[config.mk]
export PLATFORM = sky130hd
export DESIGN_NAME = ddt_timer
export DESIGN_NICKNAME = d
export VERILOG_FILES = /design/src/rtl/ddt_timer.v /design/src/rtl/ddt_sync.v /design/src/rtl/ddt_div.v
export VERILOG_INCLUDE_DIRS = /design/src /design/src/rtl
export SDC_FILE = /design/constraint.sdc
export NUM_CORES = 1
export LEC_CHECK = 0
export BUFFER_PORTS_ARGS = -buffer_cell sky130_fd_sc_hd__buf_2
export CORE_MARGIN = 3
export CORE_UTILIZATION = 23
export CTS_BUF_LIST = sky130_fd_sc_hd__clkbuf_16
export DETAILED_ROUTE_END_ITERATION = 7
export PLACE_DENSITY = 0.35
export SETUP_SLACK_MARGIN = 0.15
export SLEW_MARGIN = 20
export SYNTH_ARGS = -nofsm -noshare
export SYNTH_HDL_FRONTEND = slang
export SYNTH_SLANG_ARGS = --single-unit
[constraint.sdc]
create_clock -name clk -period 3.8 [get_ports clk]
set_input_delay 0.95 -clock clk [delete_from_list [all_inputs] [get_ports clk]]
set_output_delay 0.95 -clock clk [all_outputs]
set_load 0.005 [all_outputs]
[src/rtl/ddt_consts.vh]
`ifndef DDT_CONSTS_VH
`define DDT_CONSTS_VH

// timer mode field values
`define DDT_MODE_W 3
`define DDT_MODE_16R_T0 3'h0
`define DDT_MODE_16S_8R 3'h1
`define DDT_MODE_8R_8R 3'h2
`define DDT_MODE_8S_8S_8R 3'h3
`define DDT_MODE_16R_T1 3'h4
`define DDT_MODE_8R_16S 3'h5
`define DDT_MODE_16S_16S 3'h6
`define DDT_MODE_CALIB 3'h7

// count clock select codes
`define DDT_SEL_W 4
`define DDT_SEL_RC12_DIV1 4'h0
`define DDT_SEL_RC12_DIV8 4'h1
`define DDT_SEL_RC12_DIV32 4'h2
`define DDT_SEL_RC12_DIV128 4'h3
`define DDT_SEL_RC12_DIV512 4'h4
`define DDT_SEL_LP_4K4 4'h5
`define DDT_SEL_CHAIN_OR_PIN 4'h6
`define DDT_SEL_RC90_DIV8 4'h7
`define DDT_SEL_XTAL_DIV6 4'h8
`define DDT_SEL_XTAL_DIV512 4'h9

// source vector bit positions
`define DDT_SRC_W 16
`define DDT_SRC_N 5
`define DDT_SRC_RC12 0
`define DDT_SRC_LP2K2 1
`define DDT_SRC_RC90 2
`define DDT_SRC_XTAL 3
`define DDT_SRC_PIN2 4

// divider ratios
`define DDT_DIV_8 10'h008
`define DDT_DIV_32 10'h020
`define DDT_DIV_128 10'h080
`define DDT_DIV_512 10'h200
`define DDT_DIV_6 10'h006

// reset values
`define DDT_BYTE_RST 8'h00
`define DDT_BIT_RST 1'b0

`endif

[src/rtl/ddt_timer.v]
// Summary of operation
// counting happens only while the module enable input is high
// three-bit mode field picks one of seven counter layouts; value 7 picks none
// software must not use mode 7; here it simply counts nothing
// no interrupt output; underflow shows in polled full flags and, in modes 1 to 3, in the timer 1 baud tick
// both timers may count 12 MHz RC divided by 1, 8, 32, 128, 512
// both timers may count 4.4 kHz from both edges of 2.2 kHz
// timer 0 may count timer 1 underflows or 90 kHz divided by 8
// timer 1 may count rising edges on general-purpose pin two
// with crystal enable: crystal/6 for both, crystal/512 for timer 0
// software byte loads are taken on the system clock, not count ticks
// single-run timer counts down to zero, underflows on next tick
// single-run underflow clears the run bit and sets the full flag
// reloading timer loads from its reload register on underflow
// reload full flag sticks until cleared; run bit starts and stops
// mode 0: timer 0 sixteen-bit reloading from timer 1 bytes
// mode 1: timer 0 sixteen-bit single, timer 1 eight-bit reload
// mode 2: two eight-bit reloading timers, high byte is reload
// mode 3: timer 0 bytes two single timers, timer 1 eight-bit reload
// mode 4: timer 1 sixteen-bit reloading from timer 0 bytes
// mode 5: timer 0 eight-bit reload, timer 1 sixteen-bit single
// mode 6: two independent sixteen-bit single-run timers
// modes 1 to 3: timer 1 underflow drives the baud tick output
// select and mode encodings are fixed in the constants header
// all clock sources are synchronised into the system clock domain
`timescale 1ns/10ps
`include "ddt_consts.vh"
module ddt_timer (
  input wire clk,
  input wire rst,
  input wire timer_module_enable,
  input wire [2:0] timer_mode_select,
  input wire [3:0] timer0_count_clock_select,
  input wire [3:0] timer1_count_clock_select,
  input wire timer_crystal_clock_enable,
  input wire osc_rc12_in,
  input wire osc_lp2k2_in,
  input wire osc_rc90_in,
  input wire osc_xtal_in,
  input wire general_purpose_pin_two,
  input wire [7:0] wr_data,
  input wire timer0_low_byte_wr,
  input wire timer0_high_byte_wr,
  input wire timer1_low_byte_wr,
  input wire timer1_high_byte_wr,
  input wire timer0_run_wr,
  input wire timer0_run_wdata,
  input wire timer1_run_wr,
  input wire timer1_run_wdata,
  input wire timer0_full_clr,
  input wire timer1_full_clr,
  output reg [7:0] timer0_low_byte_q,
  output reg [7:0] timer0_high_byte_q,
  output reg [7:0] timer1_low_byte_q,
  output reg [7:0] timer1_high_byte_q,
  output reg timer0_run_bit_q,
  output reg timer1_run_bit_q,
  output reg timer0_full_flag_q,
  output reg timer1_full_flag_q,
  output reg baud_tick_q
);
  wire [`DDT_SRC_N-1:0] src_raw;
  wire [`DDT_SRC_N-1:0] src_level;
  wire [`DDT_SRC_N-1:0] src_rise;
  wire [`DDT_SRC_N-1:0] src_fall;
  wire [3:0] rc12_div_tick;
  wire rc90_div8_tick;
  wire xtal_div6_tick;
  wire xtal_div512_tick;
  wire lp4k4_tick;
  wire xtal_div6_gated;
  wire xtal_div512_gated;
  wire [`DDT_SRC_W-1:0] t0_src;
  wire [`DDT_SRC_W-1:0] t1_src;
  wire tick0;
  wire tick1;
  reg uf1;
  reg [7:0] c0l_d;
  reg [7:0] c0h_d;
  reg [7:0] c1l_d;
  reg [7:0] c1h_d;
  reg run0_d;
  reg run1_d;
  reg full0_set;
  reg full1_set;
  reg [15:0] cnt16;

  // pick one count tick from a source vector by select code
  function pick_tick;
    input [3:0] sel;
    input [15:0] vec;
    begin
      pick_tick = vec[sel];
    end
  endfunction

  assign src_raw[`DDT_SRC_RC12] = osc_rc12_in;
  assign src_raw[`DDT_SRC_LP2K2] = osc_lp2k2_in;
  assign src_raw[`DDT_SRC_RC90] = osc_rc90_in;
  assign src_raw[`DDT_SRC_XTAL] = osc_xtal_in;
  assign src_raw[`DDT_SRC_PIN2] = general_purpose_pin_two;

  // a level must last two clk cycles, so a source faster than a quarter of clk aliases; 12 MHz needs clk of at least 48 MHz
  genvar gi;
  generate
    for (gi = 0; gi < `DDT_SRC_N; gi = gi + 1) begin : g_sync
      ddt_sync u_sync (
        .clk(clk),
        .rst(rst),
        .async_in(src_raw[gi]),
        .level_q(src_level[gi]),
        .rise_q(src_rise[gi]),
        .fall_q(src_fall[gi])
      );
    end
  endgenerate

  ddt_div #(.RATIO(`DDT_DIV_8)) u_rc12_div8 (
    .clk(clk),
    .rst(rst),
    .tick_in(src_rise[`DDT_SRC_RC12]),
    .tick_q(rc12_div_tick[0])
  );

  ddt_div #(.RATIO(`DDT_DIV_32)) u_rc12_div32 (
    .clk(clk),
    .rst(rst),
    .tick_in(src_rise[`DDT_SRC_RC12]),
    .tick_q(rc12_div_tick[1])
  );

  ddt_div #(.RATIO(`DDT_DIV_128)) u_rc12_div128 (
    .clk(clk),
    .rst(rst),
    .tick_in(src_rise[`DDT_SRC_RC12]),
    .tick_q(rc12_div_tick[2])
  );

  ddt_div #(.RATIO(`DDT_DIV_512)) u_rc12_div512 (
    .clk(clk),
    .rst(rst),
    .tick_in(src_rise[`DDT_SRC_RC12]),
    .tick_q(rc12_div_tick[3])
  );

  ddt_div #(.RATIO(`DDT_DIV_8)) u_rc90_div8 (
    .clk(clk),
    .rst(rst),
    .tick_in(src_rise[`DDT_SRC_RC90]),
    .tick_q(rc90_div8_tick)
  );

  ddt_div #(.RATIO(`DDT_DIV_6)) u_xtal_div6 (
    .clk(clk),
    .rst(rst),
    .tick_in(src_rise[`DDT_SRC_XTAL]),
    .tick_q(xtal_div6_tick)
  );

  ddt_div #(.RATIO(`DDT_DIV_512)) u_xtal_div512 (
    .clk(clk),
    .rst(rst),
    .tick_in(src_rise[`DDT_SRC_XTAL]),
    .tick_q(xtal_div512_tick)
  );

  // both edges of the low-power clock double it
  assign lp4k4_tick = src_rise[`DDT_SRC_LP2K2] | src_fall[`DDT_SRC_LP2K2];
  assign xtal_div6_gated = xtal_div6_tick & timer_crystal_clock_enable;
  assign xtal_div512_gated = xtal_div512_tick & timer_crystal_clock_enable;


  assign t0_src = {6'h00, xtal_div512_gated, xtal_div6_gated, rc90_div8_tick, uf1, lp4k4_tick,
                   rc12_div_tick, src_rise[`DDT_SRC_RC12]};
  assign t1_src = {6'h00, 1'b0, xtal_div6_gated, 1'b0, src_rise[`DDT_SRC_PIN2], lp4k4_tick,
                   rc12_div_tick, src_rise[`DDT_SRC_RC12]};

  assign tick0 = pick_tick(timer0_count_clock_select, t0_src);
  assign tick1 = pick_tick(timer1_count_clock_select, t1_src);

  // timer 1 underflow, kept apart from the main block so the chain has no loop
  always @* begin
    uf1 = 1'b0;
    if (timer_module_enable && tick1) begin
      case (timer_mode_select)
        `DDT_MODE_16S_8R: begin
          uf1 = timer1_run_bit_q && (timer1_low_byte_q == 8'h00);
        end
        `DDT_MODE_8R_8R: begin
          uf1 = timer1_run_bit_q && (timer1_low_byte_q == 8'h00);
        end
        `DDT_MODE_8S_8S_8R: begin
          // run and full bits belong to the second byte timer, so this one runs free
          uf1 = (timer1_low_byte_q == 8'h00);
        end
        `DDT_MODE_16R_T1: begin
          uf1 = timer1_run_bit_q && ({timer1_high_byte_q, timer1_low_byte_q} == 16'h0000);
        end
        `DDT_MODE_8R_16S: begin
          uf1 = timer1_run_bit_q && ({timer1_high_byte_q, timer1_low_byte_q} == 16'h0000);
        end
        `DDT_MODE_16S_16S: begin
          uf1 = timer1_run_bit_q && ({timer1_high_byte_q, timer1_low_byte_q} == 16'h0000);
        end
        default: begin
          uf1 = 1'b0;
        end
      endcase
    end
  end

  always @* begin
    c0l_d = timer0_low_byte_q;
    c0h_d = timer0_high_byte_q;
    c1l_d = timer1_low_byte_q;
    c1h_d = timer1_high_byte_q;
    run0_d = timer0_run_bit_q;
    run1_d = timer1_run_bit_q;
    full0_set = 1'b0;
    full1_set = 1'b0;
    cnt16 = 16'h0000;
    if (timer_module_enable) begin
      case (timer_mode_select)
        `DDT_MODE_16R_T0: begin
          if (timer0_run_bit_q && tick0) begin
            cnt16 = {timer0_high_byte_q, timer0_low_byte_q};
            if (cnt16 == 16'h0000) begin
              {c0h_d, c0l_d} = {timer1_high_byte_q, timer1_low_byte_q};
              full0_set = 1'b1;
            end else begin
              {c0h_d, c0l_d} = cnt16 - 16'h0001;
            end
          end
        end
        `DDT_MODE_16S_8R: begin
          if (timer0_run_bit_q && tick0) begin
            cnt16 = {timer0_high_byte_q, timer0_low_byte_q};
            if (cnt16 == 16'h0000) begin
              run0_d = 1'b0;
              full0_set = 1'b1;
            end else begin
              {c0h_d, c0l_d} = cnt16 - 16'h0001;
            end
          end
          if (uf1) begin
            c1l_d = timer1_high_byte_q;
            full1_set = 1'b1;
          end else if (timer1_run_bit_q && tick1) begin
            c1l_d = timer1_low_byte_q - 8'h01;
          end
        end
        `DDT_MODE_8R_8R: begin
          if (timer0_run_bit_q && tick0) begin
            if (timer0_low_byte_q == 8'h00) begin
              c0l_d = timer0_high_byte_q;
              full0_set = 1'b1;
            end else begin
              c0l_d = timer0_low_byte_q - 8'h01;
            end
          end
          if (uf1) begin
            c1l_d = timer1_high_byte_q;
            full1_set = 1'b1;
          end else if (timer1_run_bit_q && tick1) begin
            c1l_d = timer1_low_byte_q - 8'h01;
          end
        end
        `DDT_MODE_8S_8S_8R: begin
          if (timer0_run_bit_q && tick0) begin
            if (timer0_low_byte_q == 8'h00) begin
              run0_d = 1'b0;
              full0_set = 1'b1;
            end else begin
              c0l_d = timer0_low_byte_q - 8'h01;
            end
          end
          // second byte timer shares the timer 1 count clock
          if (timer1_run_bit_q && tick1) begin
            if (timer0_high_byte_q == 8'h00) begin
              run1_d = 1'b0;
              full1_set = 1'b1;
            end else begin
              c0h_d = timer0_high_byte_q - 8'h01;
            end
          end
          if (uf1) begin
            c1l_d = timer1_high_byte_q;
          end else if (tick1) begin
            c1l_d = timer1_low_byte_q - 8'h01;
          end
        end
        `DDT_MODE_16R_T1: begin
          if (uf1) begin
            {c1h_d, c1l_d} = {timer0_high_byte_q, timer0_low_byte_q};
            full1_set = 1'b1;
          end else if (timer1_run_bit_q && tick1) begin
            cnt16 = {timer1_high_byte_q, timer1_low_byte_q};
            {c1h_d, c1l_d} = cnt16 - 16'h0001;
          end
        end
        `DDT_MODE_8R_16S: begin
          if (timer0_run_bit_q && tick0) begin
            if (timer0_low_byte_q == 8'h00) begin
              c0l_d = timer0_high_byte_q;
              full0_set = 1'b1;
            end else begin
              c0l_d = timer0_low_byte_q - 8'h01;
            end
          end
          if (uf1) begin
            run1_d = 1'b0;
            full1_set = 1'b1;
          end else if (timer1_run_bit_q && tick1) begin
            cnt16 = {timer1_high_byte_q, timer1_low_byte_q};
            {c1h_d, c1l_d} = cnt16 - 16'h0001;
          end
        end
        `DDT_MODE_16S_16S: begin
          if (timer0_run_bit_q && tick0) begin
            cnt16 = {timer0_high_byte_q, timer0_low_byte_q};
            if (cnt16 == 16'h0000) begin
              run0_d = 1'b0;
              full0_set = 1'b1;
            end else begin
              {c0h_d, c0l_d} = cnt16 - 16'h0001;
            end
          end
          if (uf1) begin
            run1_d = 1'b0;
            full1_set = 1'b1;
          end else if (timer1_run_bit_q && tick1) begin
            {c1h_d, c1l_d} = {timer1_high_byte_q, timer1_low_byte_q} - 16'h0001;
          end
        end
        default: begin
          // calibration layout is not offered; registers simply hold
          c0l_d = timer0_low_byte_q;
        end
      endcase
    end
    // software loads win over a count in the same cycle
    if (timer0_low_byte_wr) begin
      c0l_d = wr_data;
    end
    if (timer0_high_byte_wr) begin
      c0h_d = wr_data;
    end
    if (timer1_low_byte_wr) begin
      c1l_d = wr_data;
    end
    if (timer1_high_byte_wr) begin
      c1h_d = wr_data;
    end
    // a run write of one in the underflow cycle restarts rather than stops
    if (timer0_run_wr) begin
      run0_d = timer0_run_wdata;
    end
    if (timer1_run_wr) begin
      run1_d = timer1_run_wdata;
    end
  end

  always @(posedge clk) begin
    if (rst) begin
      timer0_low_byte_q <= `DDT_BYTE_RST;
      timer0_high_byte_q <= `DDT_BYTE_RST;
      timer1_low_byte_q <= `DDT_BYTE_RST;
      timer1_high_byte_q <= `DDT_BYTE_RST;
      timer0_run_bit_q <= `DDT_BIT_RST;
      timer1_run_bit_q <= `DDT_BIT_RST;
      timer0_full_flag_q <= `DDT_BIT_RST;
      timer1_full_flag_q <= `DDT_BIT_RST;
      baud_tick_q <= `DDT_BIT_RST;
    end else begin
      timer0_low_byte_q <= c0l_d;
      timer0_high_byte_q <= c0h_d;
      timer1_low_byte_q <= c1l_d;
      timer1_high_byte_q <= c1h_d;
      timer0_run_bit_q <= run0_d;
      timer1_run_bit_q <= run1_d;
      // set beats clear; flags and the modes 1 to 3 baud tick are the only underflow indications
      timer0_full_flag_q <= full0_set | (timer0_full_flag_q & ~timer0_full_clr);
      timer1_full_flag_q <= full1_set | (timer1_full_flag_q & ~timer1_full_clr);
      baud_tick_q <= uf1 && ((timer_mode_select == `DDT_MODE_16S_8R) ||
                             (timer_mode_select == `DDT_MODE_8R_8R) ||
                             (timer_mode_select == `DDT_MODE_8S_8S_8R));
    end
  end
endmodule // ddt_timer

[src/rtl/ddt_sync.v]
`timescale 1ns/10ps
module ddt_sync (
  input wire clk,
  input wire rst,
  input wire async_in,
  output reg level_q,
  output reg rise_q,
  output reg fall_q
);
  reg s1_q;
  reg s2_q;
  reg s3_q;

  always @(posedge clk) begin
    if (rst) begin
      // track the input through reset so an idle-high pin gives no false edge
      s1_q <= async_in;
      s2_q <= s1_q;
      s3_q <= s2_q;
      level_q <= s3_q;
      rise_q <= 1'b0;
      fall_q <= 1'b0;
    end else begin
      s1_q <= async_in;
      s2_q <= s1_q;
      s3_q <= s2_q;
      rise_q <= 1'b0;
      fall_q <= 1'b0;
      // change accepted only when stages two and three agree
      if ((s2_q == s3_q) && (s3_q != level_q)) begin
        level_q <= s3_q;
        rise_q <= s3_q;
        fall_q <= ~s3_q;
      end
    end
  end
endmodule // ddt_sync

[src/rtl/ddt_div.v]
`timescale 1ns/10ps
module ddt_div #(
  parameter [9:0] RATIO = 10'h008
) (
  input wire clk,
  input wire rst,
  input wire tick_in,
  output reg tick_q
);
  reg [8:0] cnt_q;

  always @(posedge clk) begin
    if (rst) begin
      cnt_q <= 9'h000;
      tick_q <= 1'b0;
    end else begin
      tick_q <= 1'b0;
      if (tick_in) begin
        if ({1'b0, cnt_q} == (RATIO - 10'h001)) begin
          cnt_q <= 9'h000;
          tick_q <= 1'b1;
        end else begin
          cnt_q <= cnt_q + 9'h001;
        end
      end
    end
  end
endmodule // ddt_div

; ---- Yosys cells after proc, flatten, opt, wreduce, memory -nomap -nowiden
; Index checks and enable logic that the tools add are counted.
[totals]
ram_bits = 0
romBits = 0
out_inout_bits = 37
wordCells = 274
latch_bits = 0
regBits = 133
n_memories = 0
in_bits = 38
[op_classes]
reduce_logical = 58
bitwise = 18
n_lt_le_gt_ge = 2
eq_ne = 45
n_addsub = 12
multipliers = 0
n_shift = 0
n_div = 0
n_mux = 90
[op_table]
columns = cell, n
row1 = $mux 8, 32
row2 = $pmux 8 s4, 2
row3 = $add 9x1->9 const B, 7
row4 = $mux 9, 7
row5 = $ne 3x3->1 const B, 14
row6 = $mux 1, 40
row7 = $logic_not 16->1, 2
row8 = $sub 16x1->16 const B, 2
row9 = $eq 9x3->1 const B, 3
row10 = $logic_not 8->1, 3
row11 = $pmux 8 s3, 1
row12 = $reduce_or 2->1, 12
row13 = $sub 8x1->8 const B, 3
row14 = $reduce_bool 2->1, 11
row15 = $eq 9x9->1 const B, 2
row16 = $ne 3x1->1 const B, 6
row17 = $pmux 8 s2, 1
row18 = $logic_and 1x1->1, 11
row19 = $not 1->1, 11
row20 = $lt 4x5->1 const B, 2
row21 = $reduce_and 5->1, 2
row22 = $reduce_bool 5->1, 2
row23 = $eq 3x3->1 const B, 3
row24 = $eq 9x5->1 const B, 1
row25 = 22 further kinds, 45

; ---- Logic depth before layout (Yosys ltp)
; Gate-level depths: netlist of run 1.
[depth]
ltp_word = 12
depth_mapped = 11
ltp_nobuf = 9

; ---- By module
; A second synthesis of run 1 with hierarchy kept.
[unflattened]
hier_cells = 954
area_unflattened_um2 = 8034.0
[by_module_without_submodules]
columns = mod, seq_area_each_um2, cells_each, instances, area_per_inst_um2
row1 = ddt_timer, 740.7, 559, 1, 4025.1
row2 = ddt_div (u_rc12_div512 ...), 200.2, 48, 2, 452.9
row3 = ddt_div (u_rc12_div8 ...), 200.2, 50, 2, 444.2
row4 = ddt_sync, 130.1, 11, 5, 170.2
row5 = ddt_div (u_xtal_div6), 200.2, 49, 1, 476.7
row6 = ddt_div (u_rc12_div128), 200.2, 47, 1, 447.9
row7 = ddt_div (u_rc12_div32), 200.2, 48, 1, 439.2

; ---- Worst setup path after synthesis of run 1
; No wires, ideal clock.
[synth_timing]
path_kind = input to register
startpoint = input port timer1_count_clock_select[0]
endpoint = register timer1_high_byte_q[1]
t_required_ps = 3680
t_arrival_ps = 2962
path_stages = 8
slack_ps = 718
cell_sequence = mux4_2 o21ba_2 a31oi_1 clkbuf_1 o2111ai_1 buf_2 o21a_1 o31a_1
[synth_between]
elab_chain_len = 8
elab_cells_between_ends = 13
[synth_lines]
columns = element, line_no
row1 = from (decl), ddt_timer.v:34  ; input wire [3:0] timer1_count_clock_select,
row2 = $bmux 1 s4 (*), ddt_timer.v:93  ; pick_tick = vec[sel];
row3 = $mux 1 (implied by the code) (*), ddt_timer.v:93
row4 = "$logic_and 1x1->1, on equally long branches", -
row5 = $mux 8 / $mux 1 (equally long branches), -
row6 = "$mux 8, on equally long branches", -
row7 = $pmux 8 s2, ddt_timer.v:223  ; case (timer_mode_select)
row8 = $mux 8, ddt_timer.v:222  ; if (timer_module_enable) begin
row9 = $mux 8, ddt_timer.v:351  ; if (timer1_high_byte_wr) begin
row10 = to (signal assigned), ddt_timer.v:368  ; timer1_high_byte_q <= `DDT_BYTE_RST;
row11 = to (signal assigned), ddt_timer.v:378  ; timer1_high_byte_q <= c1h_d;
row12 = to (decl), ddt_timer.v:55  ; output reg [7:0] timer1_high_byte_q,
; Mark *: on every way between the ends. The rest lies on a longest branch, timed or not. The select of a mux whose other input is x is not followed.
; A chain may end at the register's enable or synchronous reset.

; ---- Final worst setup path of run 1
[layout_timing]
startpoint = register timer0_high_byte_q[1]
endpoint = register timer0_low_byte_q[3]
[layout_between]
elab_chain_len = 6
elab_cells_between_ends = 8
[layout_lines]
columns = element, line_no
row1 = from (decl), ddt_timer.v:53  ; output reg [7:0] timer0_high_byte_q,
row2 = from (signal assigned), ddt_timer.v:366  ; timer0_high_byte_q <= `DDT_BYTE_RST;
row3 = from (signal assigned), ddt_timer.v:376  ; timer0_high_byte_q <= c0h_d;
row4 = $logic_not 16->1 (*), "ddt_timer.v:227, ddt_timer.v:238, ddt_timer.v:321"
row5 = $mux 8, ddt_timer.v:227  ; if (cnt16 == 16'h0000) begin
row6 = $mux 8, ddt_timer.v:225  ; if (timer0_run_bit_q && tick0) begin
row7 = $pmux 8 s4, ddt_timer.v:223
row8 = $mux 8, ddt_timer.v:222
row9 = $mux 8, ddt_timer.v:342  ; if (timer0_low_byte_wr) begin
row10 = to (signal assigned), ddt_timer.v:365  ; timer0_low_byte_q <= `DDT_BYTE_RST;
row11 = to (signal assigned), ddt_timer.v:375  ; timer0_low_byte_q <= c0l_d;
row12 = to (decl), ddt_timer.v:52  ; output reg [7:0] timer0_low_byte_q,
; Marked as above.

==> reports/results.tsv, run 1 <==
stage	metric	value	unit
global_route	first-pass GRT wire length	43600	microns
setup_path	Worst Path Required	4.09	ns
clock_tree	clock root cell	clkbuf_16	
global_route	gr ovfl total	0	
global_route	GRT Total Usage	0.157	
timing	final setup fails	0	
timing	Worst-Margin Slew	0.813	ns
synthesis	syn_nets	1002	
synthesis	leading area contributor after synthesis	dfxtp_1	
timing	skew final	0.0100	ns
placed_design	Post-DP Area	8740	sq um
setup_path	crit path launch type	flip-flop	
clock_tree	clk_lat worst skew	0.44	ns
clock_tree	PostCTS Resize Cnt	0	
power	Final Power	3.83	mW
drt	WL/cell	18.9	microns
drt	Routed Antenna Nets	0	
cells_and_area	fin cells	1479	
clock_tree	clock tree from TritonCTS	built	
clock_tree	CTS Buffer Depth	2	
cells_and_area	Finished Cell Area	9330	sq um
clock_tree	Num Clock Sinks	133	
drt	DRC viols	0	
synthesis	Avg Cell Area, Syn	8.18	sq um
synthesis	warnings from Yosys	0	
die	I/O Pins	75	
synthesis	Synth Flop Type	dfxtp_1	
die	core area	32900	sq um
timing	min Tclk post-route	3.31	ns
timing	setup tns final	0	ns
clock_tree	hold buffers post-CTS	0	
synthesis	asr flop ratio synth	0	
cells_and_area	ANT cells	0	
power	Net Sw Power	1.12	mW
timing	WHS	0.326	ns
cells_and_area	Area growth, synth to finish	20.2	%
power	Sw Share	0.292	
cells_and_area	Filler cells	3668	
setup_path	cells on worst reg2reg path	9	
synthesis	EDFF count, synth	5	
clock_tree	clk slew on worst S/H paths	0.06	ns
power	Gate power share	0.162	
synthesis	synth top area cells	dfxtp_1 (33%), nor2_1 (6.2%), xor2_1 (4.9%), nand2_1 (4.4%), xnor2_1 (2.8%)	
status	status	finished clean	
timing	highest achievable clock rate	302	MHz
setup_path	start point of the critical path	timer0_high_byte_q[1]	
setup_path	R2R Path End	timer0_low_byte_q[3]	
timing	part of the cycle the worst path needs	0.871	
min_path	Hold Path Origin	g_sync[0].u_sync.s1_q	
placed_design	placed cells	1448	
drt	Routed WL	28000	microns
drt	Vias per Instance	4.94	
power	P_leak	3.56	nW
timing	Final Hold Viols	0	
clock_tree	Inserted Clock Buffers	17	
synthesis	post-synth cell types	88	
global_route	vias in the first global route	7207	
clock_tree	H-tree depth	4	
die	die area	36000	sq um
cells_and_area	layout cell share with drive strength beyond 1	0.171	
placed_design	GPL Wtd Cong	0.824	
min_path	Worst Hold Class	flip-flop to flip-flop	
clock_tree	setup bufs post-CTS	0	
setup_path	worst-path fanout max	7	
die	# rows	66	
timing	Slew Limit Fails	0	
placed_design	hpwl dp	20700	microns
synthesis	cell count after synthesis	949	
cells_and_area	Final nets	1078	
flow_run	total of max-cap violations	0	
drt	vias post-DR	7306	
power	Clk pwr share	0.445	
setup_path	reg2reg setup slack	0.49	ns
synthesis	Yosys top cell area share	0.330	
die	initial core utilization	0.236	
setup_path	critical path class	flip-flop to flip-flop	
setup_path	nature of the critical path endpoint	flip-flop	
global_route	largest net degree at the start of global routing	66	
timing	RSZ-0062 raised after global routing	no	
power	Pint	2.71	mW
synthesis	top cells by count, synth	dfxtp_1 (128), nor2_1 (128), nand2_1 (91), clkbuf_1 (46), xor2_1 (43)	
placed_design	Port Buf Inserts	74	
drt	Initial DRT Pass Iterations	4	
synthesis	post-synthesis sequential area ratio	0.349	
global_route	initial antenna violation count	3	
synthesis	Post-Syn Area	7760	sq um
power	worst vdd ir	0.290	mV
setup_path	arrival time worst endpoint	3.59	ns
min_path	Worst Hold Endpoint	g_sync[0].u_sync.s2_q	
min_path	hold path depth	0	
power	Cell Pwr Density	410	nW/um^2
power	Flop pwr share	0.393	
drt	Iter 0 DRT Violations	511	
die	Die H	190	microns
timing	Slew HR	0.458	
die	Die X	190	microns
synthesis	#FFs+latches synth	133	
setup_path	FF-to-FF Start	timer0_high_byte_q[1]	
-- state kept, by name, summed over array words and instances (netlist names), 9 cells and up --
name                 count
u_rc12_div128.cnt_q      9
u_rc12_div32.cnt_q       9
u_rc12_div512.cnt_q      9
u_rc12_div8.cnt_q        9
u_rc90_div8.cnt_q        9
u_xtal_div512.cnt_q      9
u_xtal_div6.cnt_q        9
-- per-layer routing --
metal,track usage,wire length [microns],vias up
met1,0.225,13800,3437
met3,0.0394,1710,33
met2,0.234,11800,207
met5,0,41,-
li1,-,-,3623
met4,0.0449,531,6
-- worst max path at each step --
| stage | endpoint | slack (ns) | cells past startpoint |
|---|---|---|---|
| 3_3_place_gp | timer0_low_byte_q[0] | 0.24 | 8 |
| 6_report | timer0_low_byte_q[3] | 0.49 | 9 |
| 5_1_grt | timer0_low_byte_q[3] | 0.41 | 9 |
| 2_1_floorplan | timer1_high_byte_q[1] | 0.72 | 8 |
| 3_5_place_dp | timer0_low_byte_q[0] | 0.22 | 8 |
| 4_1_cts | timer0_low_byte_q[3] | 0.55 | 9 |
-- cell families after synthesis --
kind of cell / synth area share
and+or+nand+nor: 0.288
xor gates and xnor gates: 0.0767
buffers and inverters: 0.0467
muxes: 0.0303
AOI/OAI and AO/OA: 0.184
DFF: 0.349
adders and majority gates: 0.0242
-- stage by stage --
step	worst slack, ns	utilization
after floorplan	0.718	-
after global placement	0.242	0.266
after detailed placement	0.217	0.266
after CTS	0.553	0.284
after global routing	0.407	0.284
final	0.491	0.284
-- worst max-delay path: stages (launching register included) --
cell	delay, ns
dfxtp_1	0.44
inv_1	0.12
ha_1	0.21
or4b_1	0.51
or4_4	0.48
nor2_2	0.30
mux2_2	0.37
a222oi_1	0.40
mux2_2	0.25
o22ai_1	0.07
-- power groups by stage --
stage / clock network, mW / registers (mW) / logic (mW)
finish: 1.70 / 1.50 / 0.622
global route: 1.82 / 1.51 / 0.683
CTS: 1.76 / 1.50 / 0.622
detailed placement: 0 / 1.53 / 0.619
global placement: 0 / 1.54 / 0.628
floorplan: 0 / 1.52 / 0.381
-- cell type report --
| cell class | instances | area, sq um | share of cell area |
|---|---|---|---|
| flip-flops and latches | 133 | 2710 | 0.291 |
| repair buffers | 117 | 696 | 0.0745 |
| clock inverters | 14 | 164 | 0.0176 |
| well taps | 442 | 553 | 0.0592 |
| inverters | 25 | 93.8 | 0.0101 |
| clock buffers | 17 | 425 | 0.0456 |
| multi-input cells | 731 | 4690 | 0.502 |
-- cells in the final DEF, fill, tap and decap left out, types with 8 or more instances in the layout --
cell type  netlist  layout
nor2_1         128     128
dfxtp_1        128     128
nand2_1         91      91
buf_2            5      73
buf_4            0      44
xor2_1          43      43
a21oi_1         38      38
nand3_1         36      36
inv_1           25      28
nand4_1         28      28
xnor2_1         25      25
o21ai_0         25      25
nor3_1          23      23
clkbuf_16        0      17
ha_1            15      15
and3_1          14      14
nor4_1          13      13
mux2i_1         13      13
nand2b_1        12      12
or3_1           12      12
nor3b_1         11      11
a31oi_1         11      11
nand3b_1         9       9
nor4b_1          9       9
o211ai_1         8       8
Power figures use the tool's default switching activity.
==> run 2, diff against run 1 <==
PLACE_DENSITY = not set   (was 0.35)
PLACE_DENSITY_LB_ADDON = 0.05   (was not set)
==> run 2 against run 1 <==
Global-route usage is 0.47 points higher. Die area stayed put. Setup slack better by 0.21 ns. Via count is 1.0% higher. Combinational power hardly changed. Core utilization is 0.38 points higher. Fmax is 6.9% higher. Largest cell class unchanged.
==> reports/results.tsv, run 2 (synthesis results as in run 1) <==
stage	metric	value	unit	change
status	status	finished clean		
setup_path	Worst path top cell family by delay	simple AND/OR/NAND/NOR gates		
min_path	Hold Path Origin	g_sync[3].u_sync.s1_q		
drt	Iter 0 DRT Violations	413		-19%
global_route	met3 GRT Util	0.0453		+0.00590
drt	Routed WL	28800	microns	+3.0%
die	# rows	66		unchanged
setup_path	Crit path largest cell delay	0.60	ns	+0.09 ns
global_route	initial antenna violation count	8		+5
timing	Worst-Margin Slew	0.861	ns	+0.0481 ns
setup_path	arrival time worst endpoint	3.40	ns	-0.19 ns
clock_tree	H-tree depth	4		unchanged
die	initial core utilization	0.236		unchanged
setup_path	crit path launch type	input port		
flow_run	total of max-cap violations	0		unchanged
die	die area	36000	sq um	unchanged
setup_path	reg2reg setup slack	0.72	ns	+0.23 ns
global_route	GRT Total Usage	0.162		+0.00468
cells_and_area	layout cell share with drive strength beyond 1	0.173		+0.00239
global_route	largest net degree at the start of global routing	53		-20%
global_route	gr ovfl total	0		unchanged
placed_design	hpwl dp	21500	microns	+3.8%
setup_path	cells on worst reg2reg path	8		-1
cells_and_area	fin cells	1485		+0.41%
setup_path	crit-path most repeated cell	nor3_1		
timing	min Tclk post-route	3.10	ns	-0.214 ns
clock_tree	hold buffers post-CTS	0		unchanged
global_route	GR Util met1	0.215		-0.0100
setup_path	worst-path cell with the longest stage delay	a2111oi_0		
power	Cell Pwr Density	430	nW/um^2	+4.7%
cells_and_area	Finished Cell Area	9460	sq um	+1.4%
cells_and_area	Final nets	1080		+0.19%
setup_path	number of buffers and inverters on the critical path	2		+1
die	core area	32900	sq um	unchanged
setup_path	worst-path fanout max	13		+6
placed_design	GPL Wtd Cong	0.835		+1.3%
min_path	Worst Hold Endpoint	g_sync[3].u_sync.s2_q		
drt	WL/cell	19.4	microns	+2.6%
timing	Final Hold Viols	0		unchanged
timing	part of the cycle the worst path needs	0.814		-0.0563
drt	vias post-DR	7380		+1.0%
clock_tree	clock root cell	clkbuf_16		
drt	Routed Antenna Nets	0		unchanged
clock_tree	clk slew on worst S/H paths	0.06	ns	about the same
clock_tree	PostCTS Resize Cnt	0		unchanged
timing	WHS	0.324	ns	-0.00179 ns
setup_path	nature of the critical path endpoint	flip-flop		
clock_tree	clk_lat worst skew	0.43	ns	about the same
clock_tree	Num Clock Sinks	133		unchanged
setup_path	R2R Path End	timer1_low_byte_q[3]		
min_path	hold path depth	0		unchanged
cells_and_area	Area growth, synth to finish	21.8	%	
setup_path	CP cell instances	buf_2 > nor4b_1 > nand4_1 > or3_1 > nor3_1 > nor3_1 > a2111oi_0 > buf_4 > o32ai_1		
timing	setup tns final	0	ns	unchanged
setup_path	FF-to-FF Start	timer1_high_byte_q[0]		
clock_tree	CTS Buffer Depth	2		unchanged
power	P_leak	3.62	nW	+1.7%
drt	Initial DRT Pass Iterations	5		+1
timing	highest achievable clock rate	323	MHz	+6.9%
cells_and_area	most frequent cells in the layout	nor2_1 (128), dfxtp_1 (128), nand2_1 (91), buf_2 (73), buf_4 (45)		
drt	Vias per Instance	4.97		+0.60%
placed_design	Post-DP Area	8770	sq um	+0.31%
timing	skew final	0.0150	ns	+0.00502 ns
global_route	Most Crowded Layer GR	met2		
setup_path	Worst Path Required	4.11	ns	+0.02 ns
placed_design	placed cells	1450		+0.14%
global_route	vias in the first global route	7280		+1.0%
die	I/O Pins	75		unchanged
clock_tree	Inserted Clock Buffers	17		unchanged
timing	final setup fails	0		unchanged
clock_tree	clock tree from TritonCTS	built		
setup_path	critical path class	input port to flip-flop		
global_route	M2 GR Usage	0.248		+0.0140
drt	DRC viols	0		unchanged
die	Die H	190	microns	unchanged
power	Final Power	4.06	mW	+6.2%
clock_tree	setup bufs post-CTS	0		unchanged
timing	Slew HR	0.420		-0.0381
timing	Slew Limit Fails	0		unchanged
die	Die X	190	microns	unchanged
setup_path	CP Depth	9		unchanged
power	worst vdd ir	0.309	mV	+6.6%
min_path	Worst Hold Class	flip-flop to flip-flop		
global_route	first-pass GRT wire length	44700	microns	+2.6%
timing	RSZ-0062 raised after global routing	no		
placed_design	Port Buf Inserts	74		unchanged
run 2: worst max-delay path by stage:
stage	from	to	slack, ns
3_3_place_gp	timer_module_enable	timer1_low_byte_q[3]	0.29
3_5_place_dp	timer1_count_clock_select[0]	timer0_high_byte_q[2]	0.26
6_report	timer_module_enable	timer1_low_byte_q[3]	0.70
4_1_cts	timer1_count_clock_select[0]	timer0_high_byte_q[2]	0.75
2_1_floorplan	timer1_count_clock_select[0]	timer1_high_byte_q[1]	0.72
5_1_grt	timer1_count_clock_select[0]	timer0_high_byte_q[2]	0.51
run 2: power by group:
group	internal (mW)	leakage (nW)	switching, mW
Sequential	1.45	1.09	0.0598
Clock	1.27	0.338	0.668
Combinational	0.240	2.19	0.383
run 2: worst register-to-register path, cell delays in order (launching register included):
cell and delay (ns):
dfxtp_1 0.31, or4_4 0.58, o31a_4 0.41, nor4_2 0.35, a31oi_1 0.21, and3_1 0.22, a2111oi_0 0.62, buf_4 0.22
o32ai_1 0.07
run 2: through the flow:
stage           util  setup WS [ns]
2_1_floorplan      -          0.718
3_3_place_gp   0.267          0.288
3_5_place_dp   0.267          0.264
4_1_cts        0.288          0.748
5_1_grt        0.288          0.511
6_report       0.288          0.705
run 2: routing by layer:
metal / share of wire / wire length (microns)
met1: 0.47 / 13700
met2: 0.44 / 12700
met3: 0.052 / 1490
met4: 0.031 / 886
met5: 0.0024 / 68
run 2: cell type report:
| cell class | count | area [sq um] |
|---|---|---|
| multi-input cells | 731 | 4690 |
| diodes | 3 | 7.51 |
| repair buffers | 119 | 723 |
| well taps | 442 | 553 |
| clock buffers | 18 | 450 |
| inverters | 25 | 93.8 |
| clock inverters | 14 | 230 |
| fillers | 3641 | 23400 |
| flip-flops and latches | 133 | 2710 |
